===== src/rtl/pressure_sample_fifo_regs.svh =====
// register offsets, field positions and timing counts for the pressure sample buffer
// assumes inclusion from the buffer module only
`ifndef PRESSURE_SAMPLE_FIFO_REGS_SVH
`define PRESSURE_SAMPLE_FIFO_REGS_SVH
`define ADDR_CONTROL_TWO      7'h21
`define ADDR_CONTROL_FOUR     7'h23
`define ADDR_INTERRUPT_CFG    7'h24
`define ADDR_PRESS_XLOW       7'h28
`define ADDR_PRESS_LOW        7'h29
`define ADDR_PRESS_HIGH       7'h2a
`define ADDR_BUFFER_CONTROL   7'h2e
`define ADDR_BUFFER_STATUS    7'h2f
// control_two fields
`define CT2_BUF_ENABLE_BIT    6
`define CT2_STOP_THRESH_BIT   5
`define CT2_AVG_DECIMATE_BIT  4
// control_four fields
`define CT4_OVERRUN_INT_BIT   3
`define CT4_WATERMARK_INT_BIT 2
// buffer_control fields
`define BC_MODE_MSB           7
`define BC_MODE_LSB           5
`define BC_WTM_MSB            4
`define BC_WTM_LSB            0
// buffer_status fields
`define BS_THRESH_BIT         7
`define BS_OVERRUN_BIT        6
`define BS_EMPTY_BIT          5
// reset values
`define RST_BYTE              8'h00
// sample depth
`define SLOT_COUNT            32
// decimated output periods (sample counts) per rate code
`define DEC_PERIOD_RATE2      6'd07
`define DEC_PERIOD_RATE3      6'd12
`define DEC_PERIOD_RATE4      6'd25
`endif


===== src/rtl/pressure_sample_fifo_pkg.sv =====
// types for the pressure sample buffer
// assumes the constants header sits beside it
package pressure_sample_fifo_pkg;
    typedef enum logic [2:0] {
        MODE_BYPASS, MODE_FIFO, MODE_STREAM, MODE_STREAM_TO_FIFO,
        MODE_BYPASS_TO_STREAM, MODE_RSVD5, MODE_MEAN, MODE_BYPASS_TO_FIFO
    } buf_mode_e;
    typedef enum logic [1:0] {BEH_IDLE, BEH_FILL, BEH_STREAM} buf_beh_e;
    typedef logic [23:0] sample_t;
endpackage


===== src/rtl/pressure_sample_fifo.sv =====
// 32-slot pressure sample buffer with register port and averaging
// assumes a register port on sys_clk: one-cycle rd/wr strobes, 7-bit address
// assumes samples and trigger arrive as one-cycle strobes from on-chip logic
`timescale 1ns/1ps
`include "pressure_sample_fifo_regs.svh"
module pressure_sample_fifo (
    input  wire logic                            sys_clk,
    input  wire logic                            rstn,
    input  wire pressure_sample_fifo_pkg::sample_t sample_data,
    input  wire logic                            sample_valid,
    input  wire logic                            trigger_event,
    input  wire logic [1:0]                      output_rate,
    input  wire logic [6:0]                      reg_addr,
    input  wire logic                            reg_wr,
    input  wire logic                            reg_rd,
    input  wire logic [7:0]                      reg_wdata,
    output logic      [7:0]                      reg_rdata,
    output logic                                 interrupt_pin
);
    import pressure_sample_fifo_pkg::*;

    ////////////////////////////////////////////////////////////////////////
    // storage and state
    sample_t        mem_r [`SLOT_COUNT];
    logic [4:0]     wr_ptr_r;
    logic [4:0]     rd_ptr_r;
    logic [5:0]     count_r;
    logic           overrun_r;
    logic           triggered_r;
    logic [7:0]     control_two_r;
    logic [7:0]     control_four_r;
    logic [7:0]     interrupt_cfg_r;
    logic [7:0]     buffer_control_r;
    sample_t        out_r;
    logic [29:0]    avg_sum_r;
    logic [29:0]    avg_sum_nxt;
    logic [5:0]     dec_cnt_r;
    buf_mode_e      mode;
    buf_beh_e       beh;
    logic           enabled;
    logic           full;
    logic           do_push;
    logic           do_pop;
    logic           do_drop;
    logic [5:0]     avg_len;
    logic [5:0]     thresh_lvl;
    logic           thresh_hit;

    // average length: watermark field plus one
    function automatic logic [5:0] len_of(input logic [4:0] wtm);
        len_of = {1'b0, wtm} + 6'd1;
    endfunction

    // 24-bit average of the window sum, power-of-two lengths only
    function automatic sample_t avg_of(input logic [29:0] s, input logic [4:0] wtm);
        case (wtm)
            5'h01:   avg_of = s[24:1];
            5'h03:   avg_of = s[25:2];
            5'h07:   avg_of = s[26:3];
            5'h0f:   avg_of = s[27:4];
            5'h1f:   avg_of = s[28:5];
            default: avg_of = s[23:0];
        endcase
    endfunction

    ////////////////////////////////////////////////////////////////////////
    // mode decode; trigger-mode switches keep occupancy untouched
    always_comb begin
        mode    = buf_mode_e'(buffer_control_r[`BC_MODE_MSB:`BC_MODE_LSB]);
        enabled = control_two_r[`CT2_BUF_ENABLE_BIT];
        case (mode)
            MODE_FIFO:             beh = BEH_FILL;
            MODE_STREAM:           beh = BEH_STREAM;
            MODE_MEAN:             beh = BEH_STREAM;
            MODE_STREAM_TO_FIFO:   beh = triggered_r ? BEH_FILL : BEH_STREAM;
            MODE_BYPASS_TO_STREAM: beh = triggered_r ? BEH_STREAM : BEH_IDLE;
            MODE_BYPASS_TO_FIFO:   beh = triggered_r ? BEH_FILL : BEH_IDLE;
            default:               beh = BEH_IDLE;
        endcase
        if (!enabled)
            beh = BEH_IDLE;
        full       = (count_r == 6'(`SLOT_COUNT));
        avg_len    = len_of(buffer_control_r[`BC_WTM_MSB:`BC_WTM_LSB]);
        thresh_lvl = {1'b0, buffer_control_r[`BC_WTM_MSB:`BC_WTM_LSB]};
        thresh_hit = (thresh_lvl != 6'd0) && (count_r >= thresh_lvl);
        // mean mode keeps a window of avg_len, so it drops once that is reached
        do_push = sample_valid && (beh != BEH_IDLE) && !(beh == BEH_FILL && full);
        do_drop = sample_valid && (beh == BEH_STREAM) &&
                  (mode == MODE_MEAN ? count_r >= avg_len : full);
        // a read of the high byte advances; the xlow read loads the output
        do_pop  = reg_rd && (reg_addr == `ADDR_PRESS_HIGH) && enabled && mode != MODE_MEAN
                  && count_r != 6'd0 && !do_drop;

        // window sum after this cycle's sample: add the new one, take out the dropped oldest
        avg_sum_nxt = avg_sum_r + {6'd0, sample_data}
                      - (do_drop ? {6'd0, mem_r[rd_ptr_r]} : 30'd0);
    end

    ////////////////////////////////////////////////////////////////////////
    // register writes
    always_ff @(posedge sys_clk or negedge rstn) begin
        if (!rstn) begin
            control_two_r    <= `RST_BYTE;
            control_four_r   <= `RST_BYTE;
            interrupt_cfg_r  <= `RST_BYTE;
            buffer_control_r <= `RST_BYTE;
        end else if (reg_wr) begin
            case (reg_addr)
                `ADDR_CONTROL_TWO:    control_two_r    <= reg_wdata;
                `ADDR_CONTROL_FOUR:   control_four_r   <= reg_wdata;
                `ADDR_INTERRUPT_CFG:  interrupt_cfg_r  <= reg_wdata;
                `ADDR_BUFFER_CONTROL: buffer_control_r <= reg_wdata;
                default: ;
            endcase
        end
    end

    ////////////////////////////////////////////////////////////////////////
    // trigger latch; cleared when mode or enable is rewritten
    always_ff @(posedge sys_clk or negedge rstn) begin
        if (!rstn)
            triggered_r <= 1'b0;
        else if (trigger_event)
            triggered_r <= 1'b1;
        else if (reg_wr && (reg_addr == `ADDR_BUFFER_CONTROL || reg_addr == `ADDR_CONTROL_TWO))
            triggered_r <= 1'b0;
    end

    ////////////////////////////////////////////////////////////////////////
    // sample storage; array has no reset on purpose, pointers guard it
    always_ff @(posedge sys_clk) begin
        if (do_push)
            mem_r[wr_ptr_r] <= sample_data;
    end

    // pointers and occupancy
    always_ff @(posedge sys_clk or negedge rstn) begin
        if (!rstn) begin
            wr_ptr_r <= 5'd0;
            rd_ptr_r <= 5'd0;
            count_r  <= 6'd0;
        end else if (beh == BEH_IDLE && !triggered_r) begin
            wr_ptr_r <= 5'd0;
            rd_ptr_r <= 5'd0;
            count_r  <= 6'd0;
        end else begin
            if (do_push)
                wr_ptr_r <= wr_ptr_r + 5'd1;
            if (do_pop || do_drop)
                rd_ptr_r <= rd_ptr_r + 5'd1;
            case ({do_push && !do_drop, do_pop})
                2'b10:   count_r <= count_r + 6'd1;
                2'b01:   count_r <= count_r - 6'd1;
                default: count_r <= count_r;
            endcase
        end
    end

    // overrun: set by a sample while full outside mean mode, cleared once the buffer is no longer full
    always_ff @(posedge sys_clk or negedge rstn) begin
        if (!rstn)
            overrun_r <= 1'b0;
        else if (sample_valid && full && beh != BEH_IDLE && mode != MODE_MEAN)
            overrun_r <= 1'b1;
        else if (!full)
            overrun_r <= 1'b0;
    end

    ////////////////////////////////////////////////////////////////////////
    // running window sum: add new, subtract dropped oldest
    always_ff @(posedge sys_clk or negedge rstn) begin
        if (!rstn)
            avg_sum_r <= 30'd0;
        else if (mode != MODE_MEAN || beh == BEH_IDLE)
            avg_sum_r <= 30'd0;
        else if (sample_valid)
            avg_sum_r <= avg_sum_nxt;
    end

    // decimation counter in sample periods per rate code
    always_ff @(posedge sys_clk or negedge rstn) begin
        if (!rstn)
            dec_cnt_r <= 6'd0;
        else if (sample_valid && mode == MODE_MEAN)
            dec_cnt_r <= (dec_cnt_r == 6'd0) ? (output_rate == 2'd3 ? `DEC_PERIOD_RATE3 :
                         output_rate == 2'd2 ? `DEC_PERIOD_RATE2 : `DEC_PERIOD_RATE4) - 6'd1
                         : dec_cnt_r - 6'd1;
    end

    ////////////////////////////////////////////////////////////////////////
    // pressure output holding register
    always_ff @(posedge sys_clk or negedge rstn) begin
        if (!rstn)
            out_r <= '0;
        else if (mode == MODE_MEAN && enabled) begin
            // the post-sample sum feeds the output, so the newest sample counts at once
            if (sample_valid && (!control_two_r[`CT2_AVG_DECIMATE_BIT] || dec_cnt_r == 6'd0))
                out_r <= avg_of(avg_sum_nxt, buffer_control_r[`BC_WTM_MSB:`BC_WTM_LSB]);
        end else if (!enabled) begin
            if (sample_valid)
                out_r <= sample_data;
        end else if (reg_rd && reg_addr == `ADDR_PRESS_XLOW && count_r != 6'd0)
            out_r <= mem_r[rd_ptr_r];
    end

    ////////////////////////////////////////////////////////////////////////
    // read data; byte mux registered one cycle after strobe
    always_ff @(posedge sys_clk or negedge rstn) begin
        if (!rstn)
            reg_rdata <= 8'h00;
        else if (reg_rd) begin
            case (reg_addr)
                `ADDR_CONTROL_TWO:    reg_rdata <= control_two_r;
                `ADDR_CONTROL_FOUR:   reg_rdata <= control_four_r;
                `ADDR_INTERRUPT_CFG:  reg_rdata <= interrupt_cfg_r;
                // xlow read serves the freshly loaded oldest entry
                `ADDR_PRESS_XLOW:     reg_rdata <= (enabled && mode != MODE_MEAN && count_r != 6'd0)
                                                   ? mem_r[rd_ptr_r][7:0] : out_r[7:0];
                `ADDR_PRESS_LOW:      reg_rdata <= out_r[15:8];
                `ADDR_PRESS_HIGH:     reg_rdata <= out_r[23:16];
                `ADDR_BUFFER_CONTROL: reg_rdata <= buffer_control_r;
                `ADDR_BUFFER_STATUS:  reg_rdata <= {thresh_hit, overrun_r,
                                                    count_r == 6'd0, count_r[4:0]};
                default:              reg_rdata <= 8'h00;
            endcase
        end
    end

    // interrupt routing
    always_ff @(posedge sys_clk or negedge rstn) begin
        if (!rstn)
            interrupt_pin <= 1'b0;
        else
            interrupt_pin <= (control_four_r[`CT4_WATERMARK_INT_BIT] &&
                              control_two_r[`CT2_STOP_THRESH_BIT] && thresh_hit) ||
                             (control_four_r[`CT4_OVERRUN_INT_BIT] && overrun_r);
    end

    ////////////////////////////////////////////////////////////////////////
    // checks

    // occupancy bounds and full behaviour
    a_count_bound: assert property (@(posedge sys_clk) disable iff (!rstn)
        count_r <= 6'd32) else $error("occupancy above 32");

    a_bypass_empty: assert property (@(posedge sys_clk) disable iff (!rstn)
        (mode == MODE_BYPASS && enabled) |=> count_r == 6'd0) else $error("bypass not empty");

    a_fill_stops: assert property (@(posedge sys_clk) disable iff (!rstn)
        (beh == BEH_FILL && full && !do_pop) |=> full) else $error("fill mode left full");

    // a refused sample must not move the write side
    a_fill_refuse: assert property (@(posedge sys_clk) disable iff (!rstn)
        (beh == BEH_FILL && full && sample_valid) |=> $stable(wr_ptr_r))
        else $error("full buffer took a sample");

    a_stream_full: assert property (@(posedge sys_clk) disable iff (!rstn)
        (beh == BEH_STREAM && mode != MODE_MEAN && full && sample_valid && !do_pop) |=> full)
        else $error("stream lost fullness");

    // gating by enable, mode and trigger
    a_off_empty: assert property (@(posedge sys_clk) disable iff (!rstn)
        (!enabled && !triggered_r) |=> count_r == 6'd0) else $error("disabled buffer not empty");

    a_wait_stream: assert property (@(posedge sys_clk) disable iff (!rstn)
        (mode == MODE_BYPASS_TO_STREAM && !triggered_r) |=> count_r == 6'd0)
        else $error("stream started before trigger");

    a_idle_trig: assert property (@(posedge sys_clk) disable iff (!rstn)
        (mode == MODE_BYPASS_TO_FIFO && !triggered_r) |-> !do_push)
        else $error("stored before trigger");

    a_mean_nopop: assert property (@(posedge sys_clk) disable iff (!rstn)
        (mode == MODE_MEAN) |-> !do_pop) else $error("mean mode popped");

    // overrun in both refusing and discarding behaviour
    a_overrun_set: assert property (@(posedge sys_clk) disable iff (!rstn)
        (sample_valid && full && beh == BEH_FILL) |=> overrun_r) else $error("overrun missed");

    a_overrun_stream: assert property (@(posedge sys_clk) disable iff (!rstn)
        (sample_valid && full && beh == BEH_STREAM && mode != MODE_MEAN) |=> overrun_r)
        else $error("stream overrun missed");

    // interrupt routing, watermark judged from the raw fields
    a_wtm_irq: assert property (@(posedge sys_clk) disable iff (!rstn)
        (control_two_r[`CT2_STOP_THRESH_BIT] && control_four_r[`CT4_WATERMARK_INT_BIT] &&
         buffer_control_r[`BC_WTM_MSB:`BC_WTM_LSB] != 5'd0 &&
         count_r >= {1'b0, buffer_control_r[`BC_WTM_MSB:`BC_WTM_LSB]}) |=> interrupt_pin)
        else $error("watermark interrupt missing");

    a_ovr_irq: assert property (@(posedge sys_clk) disable iff (!rstn)
        (control_four_r[`CT4_OVERRUN_INT_BIT] && overrun_r) |=> interrupt_pin)
        else $error("overrun interrupt missing");

    a_irq_quiet: assert property (@(posedge sys_clk) disable iff (!rstn)
        (!control_four_r[`CT4_WATERMARK_INT_BIT] && !control_four_r[`CT4_OVERRUN_INT_BIT])
        |=> !interrupt_pin) else $error("interrupt without route");
endmodule


===== config.mk =====
export PLATFORM = sky130hd
export DESIGN_NAME = pressure_sample_fifo
export DESIGN_NICKNAME = d
export VERILOG_FILES = /design/src/rtl/pressure_sample_fifo_pkg.sv /design/src/rtl/pressure_sample_fifo.sv
export VERILOG_INCLUDE_DIRS = /design/src /design/src/rtl
export SDC_FILE = /design/constraint.sdc
export NUM_CORES = 1
export LEC_CHECK = 0
export BUFFER_PORTS_ARGS = -buffer_cell sky130_fd_sc_hd__buf_2
export CORE_MARGIN = 2
export CORE_UTILIZATION = 40
export DETAILED_ROUTE_END_ITERATION = 10
export GPL_TIMING_DRIVEN = 0
export PLACE_DENSITY = 0.53
export SETUP_SLACK_MARGIN = 0.1
export SLEW_MARGIN = 5
export SYNTH_ARGS = -nofsm -noshare
export SYNTH_HDL_FRONTEND = slang
export SYNTH_SLANG_ARGS = --single-unit

===== constraint.sdc =====
create_clock -name sys_clk -period 7.3 [get_ports sys_clk]
set_input_delay 0.73 -clock sys_clk [delete_from_list [all_inputs] [get_ports sys_clk]]
set_output_delay 0.73 -clock sys_clk [all_outputs]
set_load 0.02 [all_outputs]

; Yosys cells after proc, flatten, opt, wreduce, memory -nomap -nowiden
; Memory sizes are Yosys's and may differ from the RTL's.
; Index checks and enable logic that the tools add are counted.
[classes]
add_sub_neg = 9
order_cmp = 2
eq_ne = 30
n_mux = 32
n_reduce_logical = 54
[op_table]
columns = op, n
row1 = 2-to-1 mux 24 bit, 6
row2 = one-hot mux 24 bit (5 select lines), 1
row3 = one-hot mux 8 bit (8 select lines), 1
row4 = 2-to-1 mux 30 bit, 2
row5 = equality test 7 x 6 -> 1 bit (second input constant), 8
row6 = adder 30 x 24 -> 30 bit, 1
row7 = 2-to-1 mux 5 bit, 6
row8 = subtractor 30 x 24 -> 30 bit, 1
row9 = logical AND 1 bit, 27
row10 = logical NOT 6 bit, 2
row11 = 2-to-1 mux 6 bit, 2
row12 = one-hot mux 6 bit (2 select lines), 1
row13 = subtractor 6 x 1 -> 6 bit (second input constant), 2
row14 = adder 5 x 1 -> 5 bit (second input constant), 2
row15 = one-hot mux 2 bit (5 select lines), 1
row16 = nonzero test 2 bit, 5
row17 = equality test 3 bit (second input constant), 3
row18 = equality test 2 bit (second input constant), 4
row19 = 2-to-1 mux 1 bit, 8
row20 = 2-to-1 mux 8 bit, 1
row21 = AND reduction 2 bit, 4
row22 = adder 5 x 1 -> 6 bit (second input constant), 1
row23 = adder 6 x 1 -> 6 bit (second input constant), 1
row24 = equality test 3 x 2 -> 1 bit (second input constant), 2
row25 = 23 further kinds, 35
[totals]
register_bits = 119
ramBits = 768
inputBits = 47
out_inout_bits = 9
n_memories = 1
[mem_list]
columns = memory, words, word_bits, read_ports, rd_ports_with_merged_regs, wr, line_no
row1 = mem_r, 32, 24, 1, 0, 1, pressure_sample_fifo.sv:24  ; sample_t mem_r [`SLOT_COUNT];

; Depth between registers and ports, before layout
; Gate-level depths: netlist of the first run.
[logic_depth]
word_depth = 12
mapped_depth = 25

; Worst setup path before layout of the first run
; OpenSTA, ideal clock, no wires.
[synth_timing]
path_kind = register to register
start = register rd_ptr_r[0]
end = register out_r[22]
setup_time_ns = 0.088
t_arrival_ns = 5.191
slack_ns = 2.020
path_stages_with_launch = 21
path_buffers = 4
period_less_slack_ns = 5.280
cell_sequence = dfrtp_1 buf_6 buf_6 buf_2 buf_2 mux4_2 mux4_2 mux2i_1 nor2_1 fa_1 inv_1 ha_1 a21oi_1 o21ai_0 a21oi_1 o21a_1 a211oi_1 or4_1 a31oi_1 nand2_1 a41oi_1
[synth_between]
elab_chain_len = 6
[synth_rtl]
columns = item, line_no
row1 = start: declaration, pressure_sample_fifo.sv:26  ; logic [4:0] rd_ptr_r;
row2 = start signal: assignment, pressure_sample_fifo.sv:150  ; rd_ptr_r <= rd_ptr_r + 5'd1;
row3 = memory (32 x 24 bit) (*), -
row4 = 2-to-1 mux 24 bit, pressure_sample_fifo.sv:96  ; - (do_drop ? {6'd0, mem_r[rd_ptr_r]} : 30'd0);
row5 = subtractor 30 x 24 -> 30 bit, pressure_sample_fifo.sv:96
row6 = one-hot mux 24 bit (5 select lines), pressure_sample_fifo.sv:56  ; case (wtm)
row7 = 2-to-1 mux 24 bit, pressure_sample_fifo.sv:197  ; if (sample_valid && (!control_two_r[`CT2_AVG_DECIMATE_BIT] || dec_cnt_r == 6'd0))
row8 = 2-to-1 mux 24 bit (*), pressure_sample_fifo.sv:195  ; else if (mode == MODE_MEAN && enabled) begin
row9 = end signal: assignment, pressure_sample_fifo.sv:198  ; out_r <= avg_of(avg_sum_nxt, buffer_control_r[`BC_WTM_MSB:`BC_WTM_LSB]);
row10 = end signal: assignment, pressure_sample_fifo.sv:201  ; out_r <= sample_data;
row11 = end signal: assignment, pressure_sample_fifo.sv:203  ; out_r <= mem_r[rd_ptr_r];
row12 = end: declaration, pressure_sample_fifo.sv:34  ; sample_t out_r;
; Every way passes the cells marked *; elsewhere a longest branch is shown, timed or not. The select of a mux whose other input is x is not followed.
; A chain may end at the register's enable or synchronous reset.

; Worst setup path after layout of the first run
[layout_timing]
start = register rd_ptr_r[1]
end = register out_r[14]
; Same word-level chain as after synthesis.

==> results.txt, run 1 <==
- Sorting the synthesized cells by area gives the leading types as sky130_fd_sc_hd__edfxtp_1 59%, sky130_fd_sc_hd__mux4_2 12%, sky130_fd_sc_hd__dfrtp_1 7.6%.
* Worst setup slack for register-to-register paths: ~380 ps
- The synthesized design devotes to its leading area cell type between 50 and 60% of total area.
- Most used standard cell by instance count after synthesis: sky130_fd_sc_hd__edfxtp_1
- Cells with a size suffix above 1 make up 22.60% of the layout.
- Data on the critical path is required at its endpoint by 7830 ps.
- Distinct cell type count of the synthesized netlist: 74
* Worst setup timing slack at the placement stage: -434.7 ps
* Total GRT Usage: 23.61%
- Design Power: between 10 and 15 mW
- Clock tree synthesis selected as its root buffer the cell sky130_fd_sc_hd__clkbuf_16.
- The synthesized design spends more area on one cell type than any other, namely sky130_fd_sc_hd__edfxtp_1.
* Synthesized area per cell: between 15 and 20 sq um
- The number of clock buffers added by TritonCTS is 96.
- Post-Synthesis Cell Area: 38910 sq um
* Average detailed-routed wire length per instance: 30.01 microns
- Number of core rows: between 100 and 150
* Count of unresolved DRC violations after routing: 0
- Once layout is done, the placed cells without fillers occupy 45050 sq um.
* Std-Cell Core Area: 96570 sq um
* Slew Limit Headroom: between 15 and 20%
* Starting density of the core: approximately 40%
- Across the routed clock network, the largest skew measured is 70.36 ps.
- TritonCTS built the clock tree.
- In the synthesized netlist, the cells that appear most often are 768 x sky130_fd_sc_hd__edfxtp_1, 213 x sky130_fd_sc_hd__mux4_2, 122 x sky130_fd_sc_hd__nor2_1.
- DPL Wire Length: 80040 microns
- Total instance count after detailed placement: between 3000 and 4000
- Primary flip-flop cell chosen by synthesis mapping: sky130_fd_sc_hd__edfxtp_1
- Setup repair after global routing left no endpoint under its margin.
- Detailed Routing Iterations Pass 1: 8
* Net count, final: 2655
- Clock sinks: 886
* Slew at the pin closest to its max-slew limit: 1238 ps
- Pin placement for this block handled 56 I/O pins.
* Worst setup slack after layout: 383.8 ps
- For this design the ratio of total power to cell area is 249.6 nW/um^2.
* Hold/Removal Path Class: in2reg
* Final worst-path cycle share: 94.74%
* Share of the yosys chip area belonging to registers: 66.86%
- After filler insertion, the fill cell instance count of the layout stands at between 8000 and 9000.
- Die area: 99780 sq um
- Number of vias in the routed layout: 22980
- In this run, synthesis inferred ~770 flip-flops with an integrated enable.
- Outcome: completed
- In this run the remaining antenna-violating nets after routing total 0.
- Time the final worst path needs with I/O delays and setup: 6916 ps
* Number of buffers added on ports: 52
- Critical Path Sink Type: flip-flop
* Area taken by flip-flops and latches: 26020 sq um
- Data arrival time at the worst-slack endpoint: 7440 ps
- The via count of the first global-routing pass is around 23000.
- Entering global routing, the biggest net connects 83 pins.
- Routability-driven placement finished with a final weighted congestion of 0.8993.
- Antenna violations before repair: 2
* Width of the die: ~320 microns
* Seq cells post-synth: roughly 900
- Maximum clock path buffer count: 3
- The tool flagged a number of max-cap violations equal to 0.
* Diodes inserted: 0
* Timing-limited maximum frequency: 144.6 MHz
* Number of cells produced by synthesis: 2336
* Final max-slew violation count: 0
- Starting DRC count in detailed routing: roughly 2800
* Worst IR Drop VDD: 0.1894 mV
- CTS H-tree lvls: 3
* Vertical die dimension: 315.9 microns
* Area of the multi-input gates: approximately 12000 sq um
- The first global-routing pass estimated 167300 microns of wire.
- The critical path is of the reg2reg type.
* Dpl cell area: ~42000 sq um
- Of all nets on the critical path, the largest fanout is 10.
* Latest clock arrival within the worst-skew pair: between 700 and 800 ps
* Per-cell via count in the routed design: 5.927
- Total nets after synthesis: 2463
- Number of warnings printed during yosys synthesis: 0
- Final setup fails: 0
* Hold Vio Cnt, Final: 0
* Wire length after detailed routing: 116400 microns
- In this run the static leakage power is 15.02 nW.
- The area growth from synthesis to layout is 15.78%.
- CP startpoint kind: flip-flop
- Clock slew at the register clock pins of the worst setup and hold paths: 60 ps
- Post-synthesis async set-or-reset flop share: between 10% and 20%
- After global routing the overflow that remains totals 0.
- Excluding fillers, the count of instances in the completed layout stands at 3878.
-- sequential cells by signal (all words and copies together) (netlist names) --
| register | flops |
|---|---|
| buffer_control_r | 8 |
| wr_ptr_r | 5 |
| avg_sum_r | 29 |
| reg_rdata | 8 |
| count_r | 6 |
| interrupt_cfg_r | 8 |
| interrupt_pin | 1 |
| control_two_r | 8 |
| control_four_r | 8 |
| mem_r | 768 |
| overrun_r | 1 |
| triggered_r | 1 |
| dec_cnt_r | 6 |
| rd_ptr_r | 5 |
| out_r | 24 |
-- path summary, 6_finish.rpt --
path,from,endpoint,depth (start not counted)
min reg2reg,avg_sum_r[18],avg_sum_r[18],2
max in group asynchronous,rstn,control_four_r[7],3
min,trigger_event,triggered_r,2
min in group asynchronous,rstn,avg_sum_r[18],2
max,rd_ptr_r[1],out_r[14],21
max reg2reg,rd_ptr_r[1],out_r[14],21
-- power breakdown --
group / internal (mW) / leakage, nW / switching (mW)
Clock: 2.77 / 1.49 / 2.09
Sequential: 5.55 / 8.46 / 0.0521
Combinational: 0.241 / 5.07 / 0.547
Total: 8.56 / 15.0 / 2.68
-- what timing repair did --
item | CTS | global route
cloned | 0 | 0
setup buffers | 0 | 0
endpoints found under the hold margin | 36 | 0
hold buffers | 1 | 0
endpoints found under the setup margin | 18 | 18
resized for setup | 14 | 30
pin swaps | 0 | 1
-- metal layers --
| metal | global-route usage, % | vias up | part of all wire (%) |
|---|---|---|---|
| met1 | 32.57 | 12140 | 42 |
| met5 | 0 | - | 0.020 |
| met3 | 3.975 | 219 | 6.5 |
| met2 | 38.49 | 907 | 48 |
| met4 | 7.292 | 4 | 3.3 |
| li1 | - | 9710 | - |
-- placed cells by master (no fill, tap or decap), types with 12 or more instances in the layout --
cell                        netlist  final
sky130_fd_sc_hd__buf_12           0     24
sky130_fd_sc_hd__a22o_1          26     26
sky130_fd_sc_hd__nor2_4           0     30
sky130_fd_sc_hd__a211oi_1        16     16
sky130_fd_sc_hd__nor2_1         122     92
sky130_fd_sc_hd__nor3_1          27     25
sky130_fd_sc_hd__xor2_1          16     16
sky130_fd_sc_hd__clkinv_1         1     20
sky130_fd_sc_hd__mux2i_1         52     43
sky130_fd_sc_hd__clkbuf_1        79     85
sky130_fd_sc_hd__mux4_2         213    213
sky130_fd_sc_hd__clkbuf_16        0     96
sky130_fd_sc_hd__mux2_2          39     39
sky130_fd_sc_hd__buf_2           30     77
sky130_fd_sc_hd__a31oi_1         17     16
sky130_fd_sc_hd__o21ai_0        101    100
sky130_fd_sc_hd__inv_1          120    120
sky130_fd_sc_hd__clkbuf_2         0     13
sky130_fd_sc_hd__clkinv_2         0     12
sky130_fd_sc_hd__xnor2_1         19     18
sky130_fd_sc_hd__nand2_1        116    116
sky130_fd_sc_hd__a21o_1          17     17
sky130_fd_sc_hd__ha_1            55     55
sky130_fd_sc_hd__nand3_1         29     29
sky130_fd_sc_hd__a221oi_1        24     24
sky130_fd_sc_hd__dfrtp_1        118    118
sky130_fd_sc_hd__nand4_1         18     18
sky130_fd_sc_hd__a222oi_1        15     15
sky130_fd_sc_hd__fa_1            25     25
sky130_fd_sc_hd__edfxtp_1       768    768
sky130_fd_sc_hd__a22oi_1         21     21
sky130_fd_sc_hd__o221ai_1        17     17
sky130_fd_sc_hd__a21oi_1         74     74
-- final cells by class --
type                       instances  share of cell area [%]
multi-input combinational       1205                   27.05
clock inverter                    57                   1.472
timing repair buffer              94                   2.369
sequential                       886                   57.75
inverter                         121                   1.008
clock buffer                     115                   5.513
tap                             1276                   3.544
buffer                           124                   1.292
-- cells by family (layout without fill, tap and decap cells) --
| kind of cell | Yosys count | after routing | share of synthesized area, % |
|---|---|---|---|
| buf+inv | 245 | 511 | 2.557 |
| compound gates | 399 | 399 | 7.004 |
| fa+ha+maj | 80 | 80 | 3.055 |
| mux | 310 | 310 | 15.20 |
| xor+xnor | 35 | 35 | 0.7879 |
| flops | 886 | 886 | 66.86 |
| simple gates | 381 | 381 | 4.531 |
-- worst max-delay path, cell delays in order, from the launching register on --
cell and delay [ps]:
sky130_fd_sc_hd__dfrtp_1 360, sky130_fd_sc_hd__buf_2 270, sky130_fd_sc_hd__buf_2 370, sky130_fd_sc_hd__buf_2 400, sky130_fd_sc_hd__clkdlybuf4s15_2 550, sky130_fd_sc_hd__mux4_2 380
sky130_fd_sc_hd__mux4_2 500, sky130_fd_sc_hd__mux2i_2 430, sky130_fd_sc_hd__nor2_1 120, sky130_fd_sc_hd__fa_1 520, sky130_fd_sc_hd__inv_1 50, sky130_fd_sc_hd__ha_1 260
sky130_fd_sc_hd__clkbuf_1 190, sky130_fd_sc_hd__nand4_1 180, sky130_fd_sc_hd__nor3_1 70, sky130_fd_sc_hd__a21oi_1 450, sky130_fd_sc_hd__nand2_1 160, sky130_fd_sc_hd__a31oi_1 230
sky130_fd_sc_hd__xor2_1 670, sky130_fd_sc_hd__o221ai_1 190, sky130_fd_sc_hd__a221oi_1 280, sky130_fd_sc_hd__o21ai_0 140
-- through the flow --
stage,setup TNS [ps],hold WS [ps],utilization [%]
finish,0,289.1,46.65
global route,0,262.4,46.65
CTS,0,246.1,46.58
detailed placement,-1827,472.4,43.28
global placement,-18690,471.5,42.21
floorplan,0,434.4,-
(Power assumes the default switching activity.)
==> run 2: changes to the inputs <==
==> constraint.sdc (replaced) <==
create_clock -name sys_clk -period 8.6 [get_ports sys_clk]
set_input_delay 0.86 -clock sys_clk [delete_from_list [all_inputs] [get_ports sys_clk]]
set_output_delay 0.86 -clock sys_clk [all_outputs]
set_load 0.02 [all_outputs]
==> run 2 against run 1 <==
  * Via count grew 0.24%
  * Fmax shrank 11%
  * Register-to-register slack gained 440 ps
  * Clock skew shrank 2.2 ps
  * Critical endpoint is now out_r[19]
  * Largest cell class unchanged
  * Largest power group unchanged
==> results.txt, run 2 (same netlist as run 1, synthesis figures left out) <==
* Wire length after detailed routing: 116700 microns (+0.28%)
* Maximum clock path buffer count: 3 (unchanged)
* Antenna-violating nets left: 0 (unchanged)
* Required @ worst endpoint: 9160 ps (+1330 ps)
- The summed area of non-filler cells in the final layout is 44940 sq um (-0.23%).
* IO Pins: 56 (unchanged)
- Routability-driven placement congestion ratio: 0.8993 (unchanged)
* Clock tree skew after final layout: 68.19 ps (-2.168 ps)
- Number of buffers added on ports: 52 (unchanged)
- First-pass GRT wire length: 167200 microns (about the same)
- Total GRT Usage: 23.61% (about the same)
- The worst setup path is captured at a flip-flop.
* Commonest cells after routing, fill and taps aside: 768 x sky130_fd_sc_hd__edfxtp_1, 213 x sky130_fd_sc_hd__mux4_2, 120 x sky130_fd_sc_hd__inv_1, 118 x sky130_fd_sc_hd__dfrtp_1, 116 x sky130_fd_sc_hd__nand2_1
* Per-cell via count in the routed design: 5.942 (+0.27%)
- Number of core rows: 114 (unchanged)
* CTS H-tree lvls: 3 (unchanged)
- The number of detailed-route iterations in the first pass came to 9 (+1).
- The flow ran to the end, and the final reports show no timing, DRC or antenna violations.
- Registers with the most flip-flops: mem_r x768, avg_sum_r x29, out_r x24
- The number of max-slew violations in the final report is 0 (unchanged).
- The setup TNS was 0 ps (unchanged).
* Kind of critical path: reg2reg
- The DRC marker count from the first detailed-route iteration is 2720 (-1.7%).
* Starting density of the core: 40.29% (unchanged)
* Worst IR Drop VDD: 0.1604 mV (-15%)
- Synth-to-Final Area Change: 15.51%
* Average detailed-routed wire length per instance: 30.10 microns (+0.30%)
- The arrival time reported for the critical path endpoint was 8330 ps (+890 ps).
- The vertical die dimension was 315.9 microns (unchanged).
- The library cell used most frequently in the layout, excluding fill and tap cells, is sky130_fd_sc_hd__edfxtp_1.
* Largest register FFs: 768 (unchanged)
- The post-cts repair resize count is 0 (-14).
- The slew at the pin with the worst max-slew slack was 1211 ps (-26.85 ps).
- The min-delay analysis places its worst path in the category in2async.
* Die area: 99780 sq um (unchanged)
* Vias in the first global route: 23170 (-0.0086%)
* Latest clock arrival within the worst-skew pair: 710 ps (about the same)
* Net count, final: 2654 (-0.038%)
* DPL Wire Length: 80040 microns (unchanged)
- The relative slew slack came to 19.26% (+2.4 points).
* Diodes inserted: 0 (unchanged)
- The leakage power figure is 14.94 nW (-0.56%).
- Setup repair after global routing left no endpoint under its margin.
- Dpl cell area: 41800 sq um (unchanged)
- The maximum operating frequency is 128.7 MHz (-11%).
- Number of max-capacitance violations reported: 0 (unchanged)
- STA classifies the critical path startpoint as a flip-flop.
- The overall via count from detail_route was 23040 (+0.24%).
* Clock sinks: 886 (unchanged)
- The portion of the clock cycle consumed by the worst path in the final layout was 90.37% (-4.4 points).
- The power density over the cells is 212.2 nW/um^2 (-15%).
- The leftover overflow at the end of global routing came to 0 (unchanged).
- Proportion of layout cells with a drive suffix above 1: 21.53% (-1.1 points)
- The number of setup violations in the final report was 0 (unchanged).
- Hold-fix buffers at CTS: 0 (-1)
- Width of the die: 315.9 microns (unchanged)
- Largest net degree at the start of global routing: 83 (unchanged)
* Cts bufs inserted: 96 (unchanged)
* Design Power: 9.536 mW (-15%)
- Time the final worst path needs with I/O delays and setup: 7772 ps (+855.7 ps)
- The placeable core region came to 96570 sq um (unchanged).
- Count of unresolved DRC violations after routing: 0 (unchanged)
- Antenna violations before repair: 2 (unchanged)
- Register name with the most flops: mem_r
- The tree is rooted in a sky130_fd_sc_hd__clkbuf_16.
- The clock transition at the registers of the reported paths is 60 ps (about the same).
- The peak fanout along the critical path was 10 (unchanged).
* Hold Vio Cnt, Final: 0 (unchanged)
- CTS tree: done
- Post CTS Setup Buffer Count: 0 (unchanged)
-- run 2: changes by cell type in the layout (fill, tap and decap cells not counted), sizes merged --
cell	before	now
dlygate4sd3	1	0
clkbuf	201	194
clkdlybuf4s15	1	0
buf	130	138
-- run 2: critical path, stage by stage, from the launching register on --
cell and delay (ps):
sky130_fd_sc_hd__dfrtp_1 360, sky130_fd_sc_hd__buf_2 270, sky130_fd_sc_hd__buf_2 370, sky130_fd_sc_hd__buf_2 400, sky130_fd_sc_hd__clkbuf_1 870, sky130_fd_sc_hd__mux4_2 410
sky130_fd_sc_hd__mux4_2 500, sky130_fd_sc_hd__mux2i_1 570, sky130_fd_sc_hd__nor2_1 140, sky130_fd_sc_hd__fa_1 530, sky130_fd_sc_hd__inv_1 50, sky130_fd_sc_hd__ha_1 260
sky130_fd_sc_hd__clkbuf_1 270, sky130_fd_sc_hd__nand4_1 200, sky130_fd_sc_hd__a211oi_1 260, sky130_fd_sc_hd__a21oi_1 160, sky130_fd_sc_hd__a31oi_1 550, sky130_fd_sc_hd__a311oi_1 170
sky130_fd_sc_hd__nor3_1 720, sky130_fd_sc_hd__and2_1 260, sky130_fd_sc_hd__a2111oi_2 50, sky130_fd_sc_hd__a211oi_1 270
-- run 2: path summary, 6_finish.rpt --
check                               from       endpoint  slack (ps)  cells past startpoint
max in group asynchronous           rstn   reg_rdata[6]        7700                      2
max reg2reg                  rd_ptr_r[1]      out_r[19]         830                     21
max                          rd_ptr_r[1]      out_r[19]         830                     21
min                                 rstn  avg_sum_r[18]         120                      1
min in group sys_clk       trigger_event    triggered_r         420                      2
min reg2reg                avg_sum_r[18]  avg_sum_r[18]         490                      2
-- run 2: metal layers --
layer	global-route usage [%]	vias up	wire length, microns
met2	38.47	920	56170
li1	-	9704	-
met1	32.57	12190	49380
met4	7.303	4	3794
met3	3.975	222	7346
met5	0	-	23
-- run 2: report_power, final --
part / internal, mW / switching (mW) / total, mW
logic: 0.201 / 0.463 / 0.664
registers: 4.71 / 0.0439 / 4.76
clock network: 2.35 / 1.77 / 4.12
-- run 2: area by class of cell --
class | count | area, sq um
Fill cell | 8219 | 51620
Tap cell | 1276 | 1597
Clock buffer | 115 | 2484
Buffer | 124 | 540.5
Inverter | 121 | 454.2
Sequential cell | 886 | 26020
Clock inverter | 57 | 663.1
Timing Repair Buffer | 93 | 1057
Multi-Input combinational cell | 1205 | 12130
-- run 2: per-stage QoR --
step / setup WS, ps / hold slack [ps] / std cells / utilization, %
finish: 828.1 / 119.4 / 3877 / 46.54
global route: 355.7 / 124.2 / 3877 / 46.54
CTS: 844.5 / 99.78 / 3877 / 46.54
detailed placement: 865.3 / 472.4 / 3705 / 43.28
global placement: 636.1 / 471.5 / 3664 / 42.21
floorplan: 3320 / 449.8 / 2336 / -
